**config.mk**
```make
export PLATFORM = sky130hd
export DESIGN_NAME = safp_top
export DESIGN_NICKNAME = d
export VERILOG_FILES = /design/src/verilog/safp_pkg.sv /design/src/verilog/safp_mem.sv /design/src/verilog/safp_top.sv
export SDC_FILE = /design/constraint.sdc
export NUM_CORES = 2
export LEC_CHECK = 0
export BUFFER_PORTS_ARGS = -buffer_cell sky130_fd_sc_hd__buf_2
export CORE_ASPECT_RATIO = 0.75
export CORE_MARGIN = 2
export CORE_UTILIZATION = 45
export DETAILED_ROUTE_END_ITERATION = 10
export GPL_ROUTABILITY_DRIVEN = 0
export PLACE_DENSITY_LB_ADDON = 0.05
export SYNTH_ARGS = -nofsm -noshare
export SYNTH_HDL_FRONTEND = slang
export SYNTH_SLANG_ARGS = --single-unit
```
**constraint.sdc**
```tcl
create_clock -name SYS_CLK -period 6.8 [get_ports SYS_CLK]
set_input_delay 0 -clock SYS_CLK [delete_from_list [all_inputs] [get_ports SYS_CLK]]
set_output_delay 0 -clock SYS_CLK [all_outputs]
set_load 0.02 [all_outputs]
```
**src/verilog/safp_pkg.sv**
```systemverilog
// Constants and types for the serial audio frame port
`default_nettype none
package safp_pkg;
    // Register byte offsets
    localparam int unsigned SAFP_AW = 5;
    localparam logic [4:0] SAFP_A_CTRL = 5'h00;
    localparam logic [4:0] SAFP_A_STAT = 5'h04;
    localparam logic [4:0] SAFP_A_DATA = 5'h08;
    localparam logic [4:0] SAFP_A_FRAME = 5'h0c;
    localparam logic [4:0] SAFP_A_TXCH = 5'h10;
    localparam logic [4:0] SAFP_A_RXCH = 5'h14;
    // Field positions
    localparam int unsigned SAFP_CTRL_W = 8;
    localparam int unsigned SAFP_TXCLR = 8;
    localparam int unsigned SAFP_RXCLR = 9;
    localparam int unsigned SAFP_S_TXERR = 4;
    localparam int unsigned SAFP_S_RXERR = 5;
    localparam int unsigned SAFP_FRAME_W = 20;
    localparam int unsigned SAFP_I_DIN = 0;
    localparam int unsigned SAFP_I_FS = 1;
    localparam int unsigned SAFP_I_BCLK = 2;
    localparam int unsigned SAFP_I_MCLK = 3;
    // Sizes and counts
    localparam int unsigned SAFP_FIFO_AW = 4;
    localparam logic [4:0] SAFP_MSB = 5'h1f;
    localparam logic [4:0] SAFP_MINW_M1 = 5'h07;
    // Control fields, one channel descriptor, frame shape
    typedef struct packed {
        logic pdm;
        logic fs_inv;
        logic clk_inv;
        logic fs_slave;
        logic clk_slave;
        logic rxon;
        logic txon;
        logic en;
    } safp_ctrl_t;
    typedef struct packed {
        logic en;
        logic [4:0] wid_m1;
        logic [9:0] pos;
    } safp_chan_t;
    typedef struct packed {
        logic [9:0] fs_len;
        logic [9:0] frame_len;
    } safp_frame_t;
    typedef enum logic [1:0] {
        SAFP_OFF = 2'b00,
        SAFP_SYNC = 2'b01,
        SAFP_RUN = 2'b11
    } safp_fsm_t;
    // Reset values
    localparam safp_ctrl_t SAFP_CTRL_RST = '0;
    localparam safp_frame_t SAFP_FRAME_RST = '0;
endpackage
`default_nettype wire

```
**src/verilog/safp_mem.sv**
```systemverilog
// Word store with registered read data for the port queues
`timescale 1ns/1ns
`default_nettype none
module safp_mem #(
    parameter int unsigned W = 32,
    parameter int unsigned AW = 4
) (
    input wire logic clk,
    input wire logic we,
    input wire logic [AW-1:0] waddr,
    input wire logic [W-1:0] wdata,
    input wire logic [AW-1:0] raddr,
    output logic [W-1:0] rdata
);
    logic [W-1:0] mem_r [0:(1<<AW)-1];
    logic [W-1:0] rdata_r;

    // Write port and registered read port
    always_ff @(posedge clk) begin
        if (we) begin
            mem_r[waddr] <= wdata;
        end
        rdata_r <= mem_r[raddr];
    end

    assign rdata = rdata_r;
endmodule
`default_nettype wire

```
**src/verilog/safp_top.sv**
```systemverilog
// Serial audio frame port: register slave, frame engine and queues
`timescale 1ns/1ns
`default_nettype none
// Functional notes
// - Four link signals: bit clock, frame sync, serial in, serial out.
// - One data bit per bit-clock period on each single data line.
// - Channel words travel most significant bit first.
// - Frame sync length, pulse length and polarity set by software.
// - One or two channels per direction, chosen independently.
// - Channel width anywhere from eight to thirty-two bits.
// - Channel start position programmable; channels of a direction never overlap (not checked by the logic; channel 2 wins where both match).
// - Transmit and receive channel formats held separately.
// - Bit clock may be asynchronous; crossings must be safe.
// - Optional bit clock inversion swaps drive and sample edges.
// - Bit clock and frame sync directions selected independently.
// - Receive may take two density-modulated microphones instead; output unchanged.
// - Separate queues for transmit and receive data.
// - Two channels share one queue per direction, words alternating.
// - Queues serviced by polling or DMA requests.
// - Outputs change on rising bit-clock edge, inputs sampled on falling edge.
// - Clock select zero drives bit clock from master clock; one accepts it.
// - External frame starts where sync is sampled high after low.
// - Underflow sends zeros, overflow drops samples; error flag set, keep running.
module safp_top import safp_pkg::*; #(
    parameter int unsigned FIFO_AW = SAFP_FIFO_AW
) (
    input wire logic SYS_CLK,
    input wire logic RESET_N,
    input wire logic [SAFP_AW-1:0] ADDR,
    input wire logic [31:0] WDATA,
    input wire logic WR,
    input wire logic RD,
    output logic [31:0] RDATA,
    input wire logic MASTER_CLK,
    input wire logic BIT_CLK_I,
    output logic BIT_CLK_O,
    output logic BIT_CLK_OE_N,
    input wire logic FRAME_SYNC_LINE_I,
    output logic FRAME_SYNC_LINE_O,
    output logic FRAME_SYNC_LINE_OE_N,
    input wire logic SER_DIN,
    output logic SER_DOUT,
    output logic TX_REQ,
    output logic RX_REQ
);
    localparam logic [FIFO_AW:0] DEPTH = {1'b1, {FIFO_AW{1'b0}}};
    localparam logic [FIFO_AW:0] ONE = {{FIFO_AW{1'b0}}, 1'b1};

    typedef struct packed {
        safp_ctrl_t ctrl;
        safp_frame_t frame;
        safp_chan_t [1:0] txch;
        safp_chan_t [1:0] rxch;
        logic [3:0] sy1;
        logic [3:0] sy2;
        logic bclk_prev;
        logic mclk_prev;
        logic gen_clk;
        logic fs_prev;
        safp_fsm_t fsm;
        logic [9:0] cnt;
        logic txgo;
        logic [31:0] tx_sh;
        logic [31:0] rx_sh;
        logic [31:0] pdm_sh;
        logic [4:0] pdm_cnt;
        logic pdm_pend;
        logic dout;
        logic fs_out;
        logic [FIFO_AW-1:0] tx_wp;
        logic [FIFO_AW-1:0] tx_rp;
        logic [FIFO_AW-1:0] rx_wp;
        logic [FIFO_AW-1:0] rx_rp;
        logic [FIFO_AW:0] tx_n;
        logic [FIFO_AW:0] rx_n;
        logic tx_fresh;
        logic rx_fresh;
        logic tx_err;
        logic rx_err;
        logic [31:0] rdata;
    } safp_state_t;

    safp_state_t s_r;
    safp_state_t s_nxt;
    logic tx_push, tx_pop, rx_push, rx_pop, tx_load, rx_want, tx_msb;
    logic [31:0] rx_word, tx_rdata, rx_rdata;
    logic bclk, rise, fall, fs_in, start_slv, run, live_fall;
    logic tx_full, rx_full, tx_avail, rx_avail;
    logic [9:0] nc;

    // Width clamped to the legal eight-bit minimum
    function automatic logic [4:0] eff_m1(input safp_chan_t c);
        return (c.wid_m1 < SAFP_MINW_M1) ? SAFP_MINW_M1 : c.wid_m1;
    endfunction

    // Last bit position of a channel
    function automatic logic [10:0] last_bit(input safp_chan_t c);
        return {1'b0, c.pos} + {6'h00, eff_m1(c)};
    endfunction

    // True while frame index i lies inside the channel
    function automatic logic in_chan(input safp_chan_t c, input logic [9:0] i);
        return c.en && (i >= c.pos) && ({1'b0, i} <= last_bit(c));
    endfunction

    // Queue storage
    safp_mem #(.W(32), .AW(FIFO_AW)) u_txq (
        .clk(SYS_CLK),
        .we(tx_push),
        .waddr(s_r.tx_wp),
        .wdata(WDATA),
        .raddr(s_nxt.tx_rp),
        .rdata(tx_rdata)
    );
    safp_mem #(.W(32), .AW(FIFO_AW)) u_rxq (
        .clk(SYS_CLK),
        .we(rx_push),
        .waddr(s_r.rx_wp),
        .wdata(rx_word),
        .raddr(s_nxt.rx_rp),
        .rdata(rx_rdata)
    );

    // Queue status and bit clock edge finding
    assign tx_full = (s_r.tx_n == DEPTH);
    assign rx_full = (s_r.rx_n == DEPTH);
    assign tx_avail = (s_r.tx_n != '0) && !s_r.tx_fresh;
    assign rx_avail = (s_r.rx_n != '0) && !s_r.rx_fresh;
    assign bclk = (s_r.ctrl.clk_slave ? s_r.sy2[SAFP_I_BCLK] : s_r.gen_clk)
        ^ s_r.ctrl.clk_inv;
    assign rise = bclk && !s_r.bclk_prev;
    assign fall = !bclk && s_r.bclk_prev;
    assign run = s_r.ctrl.en && (s_r.ctrl.txon || s_r.ctrl.rxon);
    assign nc = (s_r.cnt >= s_r.frame.frame_len) ? 10'h000 : s_r.cnt + 10'h001;
    assign fs_in = s_r.sy2[SAFP_I_FS] ^ s_r.ctrl.fs_inv;
    assign start_slv = s_r.ctrl.fs_slave && fall && fs_in && !s_r.fs_prev;
    assign live_fall = fall && ((s_r.fsm == SAFP_RUN)
        || (s_r.fsm == SAFP_SYNC && start_slv));

    // Next-state logic
    always_comb begin
        logic [31:0] word;
        logic [31:0] sh;
        logic [9:0] idx;
        word = '0;
        sh = '0;
        idx = start_slv ? 10'h000 : s_r.cnt;
        s_nxt = s_r;
        tx_push = 1'b0;
        tx_pop = 1'b0;
        rx_push = 1'b0;
        rx_pop = 1'b0;
        tx_load = 1'b0;
        rx_want = 1'b0;
        tx_msb = 1'b0;
        rx_word = '0;
        // Two-stage synchronisers on all link inputs
        s_nxt.sy1 = {MASTER_CLK, BIT_CLK_I, FRAME_SYNC_LINE_I, SER_DIN};
        s_nxt.sy2 = s_r.sy1;
        s_nxt.bclk_prev = bclk;
        s_nxt.mclk_prev = s_r.sy2[SAFP_I_MCLK];
        if (fall) begin
            s_nxt.fs_prev = fs_in;
        end
        // Bit clock from master clock in clock master mode
        if (!s_r.ctrl.en || s_r.ctrl.clk_slave) begin
            s_nxt.gen_clk = 1'b0;
        end else if (s_r.sy2[SAFP_I_MCLK] && !s_r.mclk_prev) begin
            s_nxt.gen_clk = !s_r.gen_clk;
        end
        // Register writes
        if (WR) begin
            case (ADDR)
                SAFP_A_CTRL: s_nxt.ctrl = safp_ctrl_t'(WDATA[SAFP_CTRL_W-1:0]);
                SAFP_A_STAT: begin
                    if (WDATA[SAFP_S_TXERR]) begin
                        s_nxt.tx_err = 1'b0;
                    end
                    if (WDATA[SAFP_S_RXERR]) begin
                        s_nxt.rx_err = 1'b0;
                    end
                end
                SAFP_A_FRAME: s_nxt.frame = safp_frame_t'(WDATA[SAFP_FRAME_W-1:0]);
                SAFP_A_TXCH: s_nxt.txch = WDATA;
                SAFP_A_RXCH: s_nxt.rxch = WDATA;
                SAFP_A_DATA: tx_push = !tx_full;
                default: ;
            endcase
        end
        // Register reads, data one cycle later
        s_nxt.rdata = '0;
        if (RD) begin
            case (ADDR)
                SAFP_A_CTRL: s_nxt.rdata = {24'h000000, s_r.ctrl};
                SAFP_A_STAT: s_nxt.rdata = {24'h000000, s_r.fsm, s_r.rx_err, s_r.tx_err,
                    rx_full, (s_r.rx_n == '0), tx_full, (s_r.tx_n == '0)};
                SAFP_A_FRAME: s_nxt.rdata = {12'h000, s_r.frame};
                SAFP_A_TXCH: s_nxt.rdata = s_r.txch;
                SAFP_A_RXCH: s_nxt.rdata = s_r.rxch;
                SAFP_A_DATA: begin
                    s_nxt.rdata = rx_avail ? rx_rdata : 32'h00000000;
                    rx_pop = rx_avail;
                end
                default: s_nxt.rdata = '0;
            endcase
        end
        // Frame state machine
        case (s_r.fsm)
            SAFP_OFF: begin
                s_nxt.dout = 1'b0;
                s_nxt.fs_out = s_r.ctrl.fs_inv;
                s_nxt.txgo = 1'b0;
                s_nxt.pdm_cnt = '0;
                s_nxt.pdm_pend = 1'b0;
                if (run) begin
                    s_nxt.fsm = SAFP_SYNC;
                    s_nxt.cnt = s_r.frame.frame_len;
                end
            end
            SAFP_SYNC: begin
                if (!run) begin
                    s_nxt.fsm = SAFP_OFF;
                end else if (s_r.ctrl.fs_slave ? start_slv : rise) begin
                    s_nxt.fsm = SAFP_RUN;
                end
            end
            SAFP_RUN: begin
                if (!run) begin
                    s_nxt.fsm = SAFP_OFF;
                end
            end
            default: s_nxt.fsm = SAFP_OFF;
        endcase
        // Driving edge: counter, frame sync and transmit bits
        if (s_r.fsm == SAFP_RUN && rise) begin
            s_nxt.cnt = nc;
            if (!s_r.ctrl.fs_slave) begin
                s_nxt.fs_out = (nc < s_r.frame.fs_len) ^ s_r.ctrl.fs_inv;
            end
            s_nxt.txgo = s_r.txgo || (nc == 10'h000);
            s_nxt.dout = 1'b0;
            for (int k = 0; k < 2; k++) begin
                if (s_r.ctrl.txon && s_nxt.txgo && in_chan(s_r.txch[k], nc)) begin
                    if (nc == s_r.txch[k].pos) begin
                        tx_load = 1'b1;
                        tx_msb = tx_rdata[eff_m1(s_r.txch[k])];
                        word = tx_avail ? tx_rdata : 32'h00000000;
                        word = word << (SAFP_MSB - eff_m1(s_r.txch[k]));
                        s_nxt.dout = word[31];
                        s_nxt.tx_sh = word << 1;
                        tx_pop = tx_avail;
                        if (!tx_avail) begin
                            s_nxt.tx_err = 1'b1;
                        end
                    end else begin
                        s_nxt.dout = s_r.tx_sh[31];
                        s_nxt.tx_sh = s_r.tx_sh << 1;
                    end
                end
            end
        end
        // Sampling edge: resync counter and gather receive bits
        if (start_slv && s_r.fsm != SAFP_OFF) begin
            s_nxt.cnt = 10'h000;
        end
        if (s_r.ctrl.rxon && !s_r.ctrl.pdm && live_fall) begin
            for (int k = 0; k < 2; k++) begin
                if (in_chan(s_r.rxch[k], idx)) begin
                    sh = (idx == s_r.rxch[k].pos) ? {31'h0, s_r.sy2[SAFP_I_DIN]}
                        : {s_r.rx_sh[30:0], s_r.sy2[SAFP_I_DIN]};
                    s_nxt.rx_sh = sh;
                    if ({1'b0, idx} == last_bit(s_r.rxch[k])) begin
                        rx_want = 1'b1;
                        rx_word = sh;
                    end
                end
            end
        end
        // Density-modulated microphones: channel 1 on fall, channel 2 on rise
        if (s_r.ctrl.rxon && s_r.ctrl.pdm && s_r.fsm != SAFP_OFF) begin
            if (fall) begin
                s_nxt.rx_sh = {s_r.rx_sh[30:0], s_r.sy2[SAFP_I_DIN]};
                s_nxt.pdm_cnt = s_r.pdm_cnt + 5'h01;
                if (s_r.pdm_cnt == SAFP_MSB) begin
                    rx_want = 1'b1;
                    rx_word = s_nxt.rx_sh;
                    s_nxt.pdm_pend = s_r.rxch[1].en;
                end
            end
            if (rise) begin
                s_nxt.pdm_sh = {s_r.pdm_sh[30:0], s_r.sy2[SAFP_I_DIN]};
                if (s_r.pdm_pend) begin
                    rx_want = 1'b1;
                    rx_word = s_nxt.pdm_sh;
                    s_nxt.pdm_pend = 1'b0;
                end
            end
        end
        // Overflow drops the word and flags it
        if (rx_want) begin
            if (rx_full) begin
                s_nxt.rx_err = 1'b1;
            end else begin
                rx_push = 1'b1;
            end
        end
        // Queue pointers and counts
        s_nxt.tx_wp = s_r.tx_wp + FIFO_AW'(tx_push);
        s_nxt.tx_rp = s_r.tx_rp + FIFO_AW'(tx_pop);
        s_nxt.tx_n = s_r.tx_n + (FIFO_AW+1)'(tx_push) - (FIFO_AW+1)'(tx_pop);
        s_nxt.tx_fresh = tx_push && (s_r.tx_n == '0 || (s_r.tx_n == ONE && tx_pop));
        s_nxt.rx_wp = s_r.rx_wp + FIFO_AW'(rx_push);
        s_nxt.rx_rp = s_r.rx_rp + FIFO_AW'(rx_pop);
        s_nxt.rx_n = s_r.rx_n + (FIFO_AW+1)'(rx_push) - (FIFO_AW+1)'(rx_pop);
        s_nxt.rx_fresh = rx_push && (s_r.rx_n == '0 || (s_r.rx_n == ONE && rx_pop));
        // Queue clears win over traffic
        if (WR && ADDR == SAFP_A_CTRL && WDATA[SAFP_TXCLR]) begin
            s_nxt.tx_wp = '0;
            s_nxt.tx_rp = '0;
            s_nxt.tx_n = '0;
            s_nxt.tx_fresh = 1'b0;
        end
        if (WR && ADDR == SAFP_A_CTRL && WDATA[SAFP_RXCLR]) begin
            s_nxt.rx_wp = '0;
            s_nxt.rx_rp = '0;
            s_nxt.rx_n = '0;
            s_nxt.rx_fresh = 1'b0;
        end
    end

    // State register
    always_ff @(posedge SYS_CLK) begin
        if (!RESET_N) begin
            s_r <= '0;
        end else begin
            s_r <= s_nxt;
        end
    end

    // Pin and service outputs
    assign BIT_CLK_O = s_r.gen_clk;
    assign BIT_CLK_OE_N = !(s_r.ctrl.en && !s_r.ctrl.clk_slave);
    assign FRAME_SYNC_LINE_O = s_r.fs_out;
    assign FRAME_SYNC_LINE_OE_N = !(s_r.ctrl.en && !s_r.ctrl.fs_slave);
    assign SER_DOUT = s_r.dout;
    assign RDATA = s_r.rdata;
    assign TX_REQ = s_r.ctrl.en && s_r.ctrl.txon && !tx_full;
    assign RX_REQ = s_r.ctrl.en && rx_avail;
endmodule
`default_nettype wire

```
==> results.md <==
* Post-synth top area share at 0.503
* Cells on worst reg2reg path at 27
* CP required at 7.52 ns
* Clock Skew at roughly 0.046 ns
* DIE AREA at 0.139 sq mm
* Via count at 43500
* Fill count at 11900
* Most frequent cell after synthesis: edfxtp_1
* Vias in the first global route at 40200
* Yosys reg bits at 1368
* Buffers and inverters on the worst path at 3
* Post-synthesis mux area share at 0.0507
* Crit Path Category: register to register
* Final setup fails at 0
* Clk_lat worst skew at between 0.8 and 0.9 ns
* Placed inst area at 0.0638 sq mm
* Worst-path fanout max at 30
* Iteration count of the initial detailed-routing pass at 7
* Post-Synth XOR/XNOR Area at 0.00858
* DRC Markers at 0
* Crit path arrival time at just over 7 ns
* Setup WS post-layout at 0.378 ns
* GRT Overall Usage at 0.280
* Layout cells sized above 1 at 0.114
* Sequential cell area at 0.0376 sq mm
* Async set-or-reset flop fraction in the synthesized netlist at 0
* Area growth, synth to finish at 13.0%
* Startpoint Class: register
* Final ANT Viol Nets at 0
* Total CTS buffers at around 140
* CP Launch Point: s_r[174]$_SDFFE_PP0P_
* Min Clock Period, post-route at ~6.4 ns
* Rows at approximately 120
* Die Span Y at between 300 and 400 um
* I/O Pins at 84
* Pin count of the biggest net entering global routing at 78
* Root Buffer: clkbuf_16
* Simple-gate area share of the yosys netlist at 0.114
* Port bufs at 83
* R2R Path End: u_txq.rdata[0]$_DFF_P_
* Fin area at 0.0691 sq mm
* Max-slew violation count at 0
* GRT overflow at 0
* Final wirelength at ~200 mm
* CP top delay family: simple AND/OR/NAND/NOR gates
* CTS Buffer Depth at 3
* CTS tree: yes
* Synthesized area at 0.0611 sq mm
* Drt wl/cell at 27.6 um
* Synth Instances at between 5000 and 6000
* CP max stage delay at 0.49 ns
* Slew @ Worst Pin at 1.17 ns
* Area of the multi-input gates at 0.0217 sq mm
* Synth Flop Type: edfxtp_1
* CTS sink cnt at approximately 1400
* Hold Crit Class: input pin to register
* Status: finished, final reports clean
* Peak Freq at 156 MHz
* Vias/cell at 6.11
* Yosys warnings at 0
* Leak pwr at 22.0 nW
* Register area share after synthesis at 0.616
* Core area at around 0.14 sq mm
* Worst VDD drop at 0.226 mV
* Synth Area in Compound Gates at 0.144
* Total nets after synthesis at roughly 5400
* Critical path depth in cells at 27
* Period utilization at 0.944
* Reg2Reg Setup Slack at 0.38 ns
* Non-Filler Instances at 7120
* Dpl cells at 6804
* Reg-to-reg startpoint: s_r[174]$_SDFFE_PP0P_
* Final nets at 5409
* Top cell type by total area after synthesis: edfxtp_1
* Synth Area in Adders at 0.0310
* Place WS at 0.213 ns
* Post-synth EDFFs at 1024
* Max Cap Viol at 0
* Largest cells by area after synthesis: edfxtp_1, dfxtp_1, nand2_1, mux2i_1, ha_1
* Clock Pin Slew Worst Setup and Hold Paths at approximately 0.060 ns
* Post-synth top cells: edfxtp_1, nand2_1, dfxtp_1
* PD cells at 249 mW/mm^2
* Final HPWL DP at 121 mm
* Global-route wire length before repair at roughly 280 mm
* Mean Syn Cell Area at 11.8 sq um
* Final Power at 0.0172 W
* Rel. slew slack at 0.216
* Largest family of logic cells by synthesized area: compound AO/OA/AOI/OAI gates
* Initial Util at 0.452
* Worst setup path endpoint: u_txq.rdata[0]$_DFF_P_
* Endpoints failing hold at 0
* H-Tree Depth at 4
* Max stage delay cell, worst path: or4_1
* RSZ-0062 raised after global routing: no
* Iteration-0 DRC Markers at 5432
* Initial antenna violation count at 16
* Die Wd at 429 um
* CP Capture Type: register
* Synth cell types at between 90 and 100
==> per-stage QoR <==
| stage | TNS [ns] | hold WS [ns] | utilization |
|---|---|---|---|
| after floorplan | -46.44 | 0.0989 | - |
| after CTS | 0 | 0.0171 | 0.510 |
| final | 0 | 0.0759 | 0.511 |
| after global routing | 0 | 0.136 | 0.510 |
| after global placement | 0 | 0.209 | 0.472 |
| after detailed placement | 0 | 0.219 | 0.472 |
==> worst reg2reg max path: stages, from the launching register on <==
cell	delay, ns
dfxtp_1	0.47
ha_1	0.29
a211oi_1	0.23
nor2_1	0.07
or3_1	0.40
or2_2	0.42
nor2_1	0.20
ha_1	0.28
a21oi_1	0.17
nor2b_1	0.07
or4_1	0.49
o221ai_2	0.25
nand3_1	0.20
a211oi_1	0.33
nand2_1	0.12
inv_1	0.24
ha_4	0.19
ha_1	0.16
xnor2_1	0.15
a41oi_4	0.25
buf_4	0.22
buf_6	0.30
mux2i_1	0.12
o21ai_0	0.19
o21ai_0	0.12
o21ai_0	0.23
nor2_1	0.08
a21oi_1	0.12
==> placed cells by master, fill, tap and decap left out, types with 15 or more instances in the layout <==
cell and instances:
edfxtp_1 1024, buf_2 83, nor2_1 189, mux4_2 45, nand2_1 755, o31ai_1 15
xor2_1 16, a221oi_1 50, mux2i_1 195, clkbuf_8 21, a21oi_1 260, nand4_1 35
a222oi_1 18, a21o_1 30, a211oi_1 116, and3_1 52, clkinv_2 24, nand2b_1 85
xnor2_1 42, o21ai_0 301, buf_4 142, and2_1 31, ha_1 140, a22o_1 92
nand3_1 124, o211ai_1 52, or3_1 19, a22oi_1 24, nor2b_1 104, dlygate4sd3_1 50
a31oi_1 123, clkbuf_1 33, dfxtp_1 344, clkbuf_16 146, nor3_1 39, or2_2 15
inv_1 103, a311oi_1 37, a32oi_1 67
==> metal layers <==
layer / vias to the layer above / global-route usage / part of all wire
met2: 1942 / 0.377 / 0.40
met5: - / 0 / 0.00012
met4: 4 / 0.0694 / 0.021
li1: 19600 / - / -
met1: 21700 / 0.452 / 0.49
met3: 259 / 0.0559 / 0.095
==> state kept, by name, summed over array words and instances, names as in the netlist <==
| name | flops |
|---|---|
| RDATA | 32 |
| u_txq.rdata | 32 |
| SER_DOUT | 1 |
| s_r | 240 |
| s_nxt | 5 |
| u_rxq.mem_r | 512 |
| BIT_CLK_O | 1 |
| FRAME_SYNC_LINE_O | 1 |
| u_txq.mem_r | 512 |
| u_rxq.rdata | 32 |
==> power breakdown <==
part / switching (W) / internal, W / leakage [nW]
Combinational: 0.000265 / 0.0000947 / 8.77
Clock: 0.00337 / 0.00456 / 2.31
Sequential: 0.0000137 / 0.00891 / 10.9
==> worst min-delay path by stage <==
stage                                        endpoint  slack [ns]  depth (start not counted)       from
after global placement          s_nxt[185]$_SDFF_PN0_        0.21                          2  BIT_CLK_I
final                            RDATA[15]$_SDFF_PN0_        0.08                          5    ADDR[0]
after floorplan           u_txq.mem_r[0][0]$_DFFE_PP_         0.1                          0   WDATA[0]
after CTS                        RDATA[15]$_SDFF_PN0_        0.02                          5    ADDR[0]
after global routing             RDATA[24]$_SDFF_PN0_        0.14                          5    ADDR[0]
after detailed placement        s_nxt[185]$_SDFF_PN0_        0.22                          2  BIT_CLK_I
==> area by class of cell <==
| cell class | instances | share of cell area |
|---|---|---|
| Clock buffer | 199 | 0.0585 |
| Antenna cell | 4 | 0.000145 |
| Sequential cell | 1368 | 0.545 |
| Inverter | 109 | 0.00600 |
| Tap cell | 1785 | 0.0323 |
| Timing Repair Buffer | 296 | 0.0340 |
| Multi-Input combinational cell | 3299 | 0.314 |
| Clock inverter | 60 | 0.00960 |
==> cell families after synthesis <==
kind of cell / count (synthesis)
and+or+nand+nor: 1526
DFF: 1368
muxes: 252
xor gates and xnor gates: 59
adders and majority gates: 148
AOI/OAI and AO/OA: 1314
buffers and inverters: 507
==> repair_timing <==
action,4_1_cts,5_1_grt
setup endpoints to repair,0,25
setup buffers,0,1
resized for setup,0,7
hold buffers,50,0
hold endpoints to repair,701,0
No activity file was read; power rests on OpenSTA's default activity.
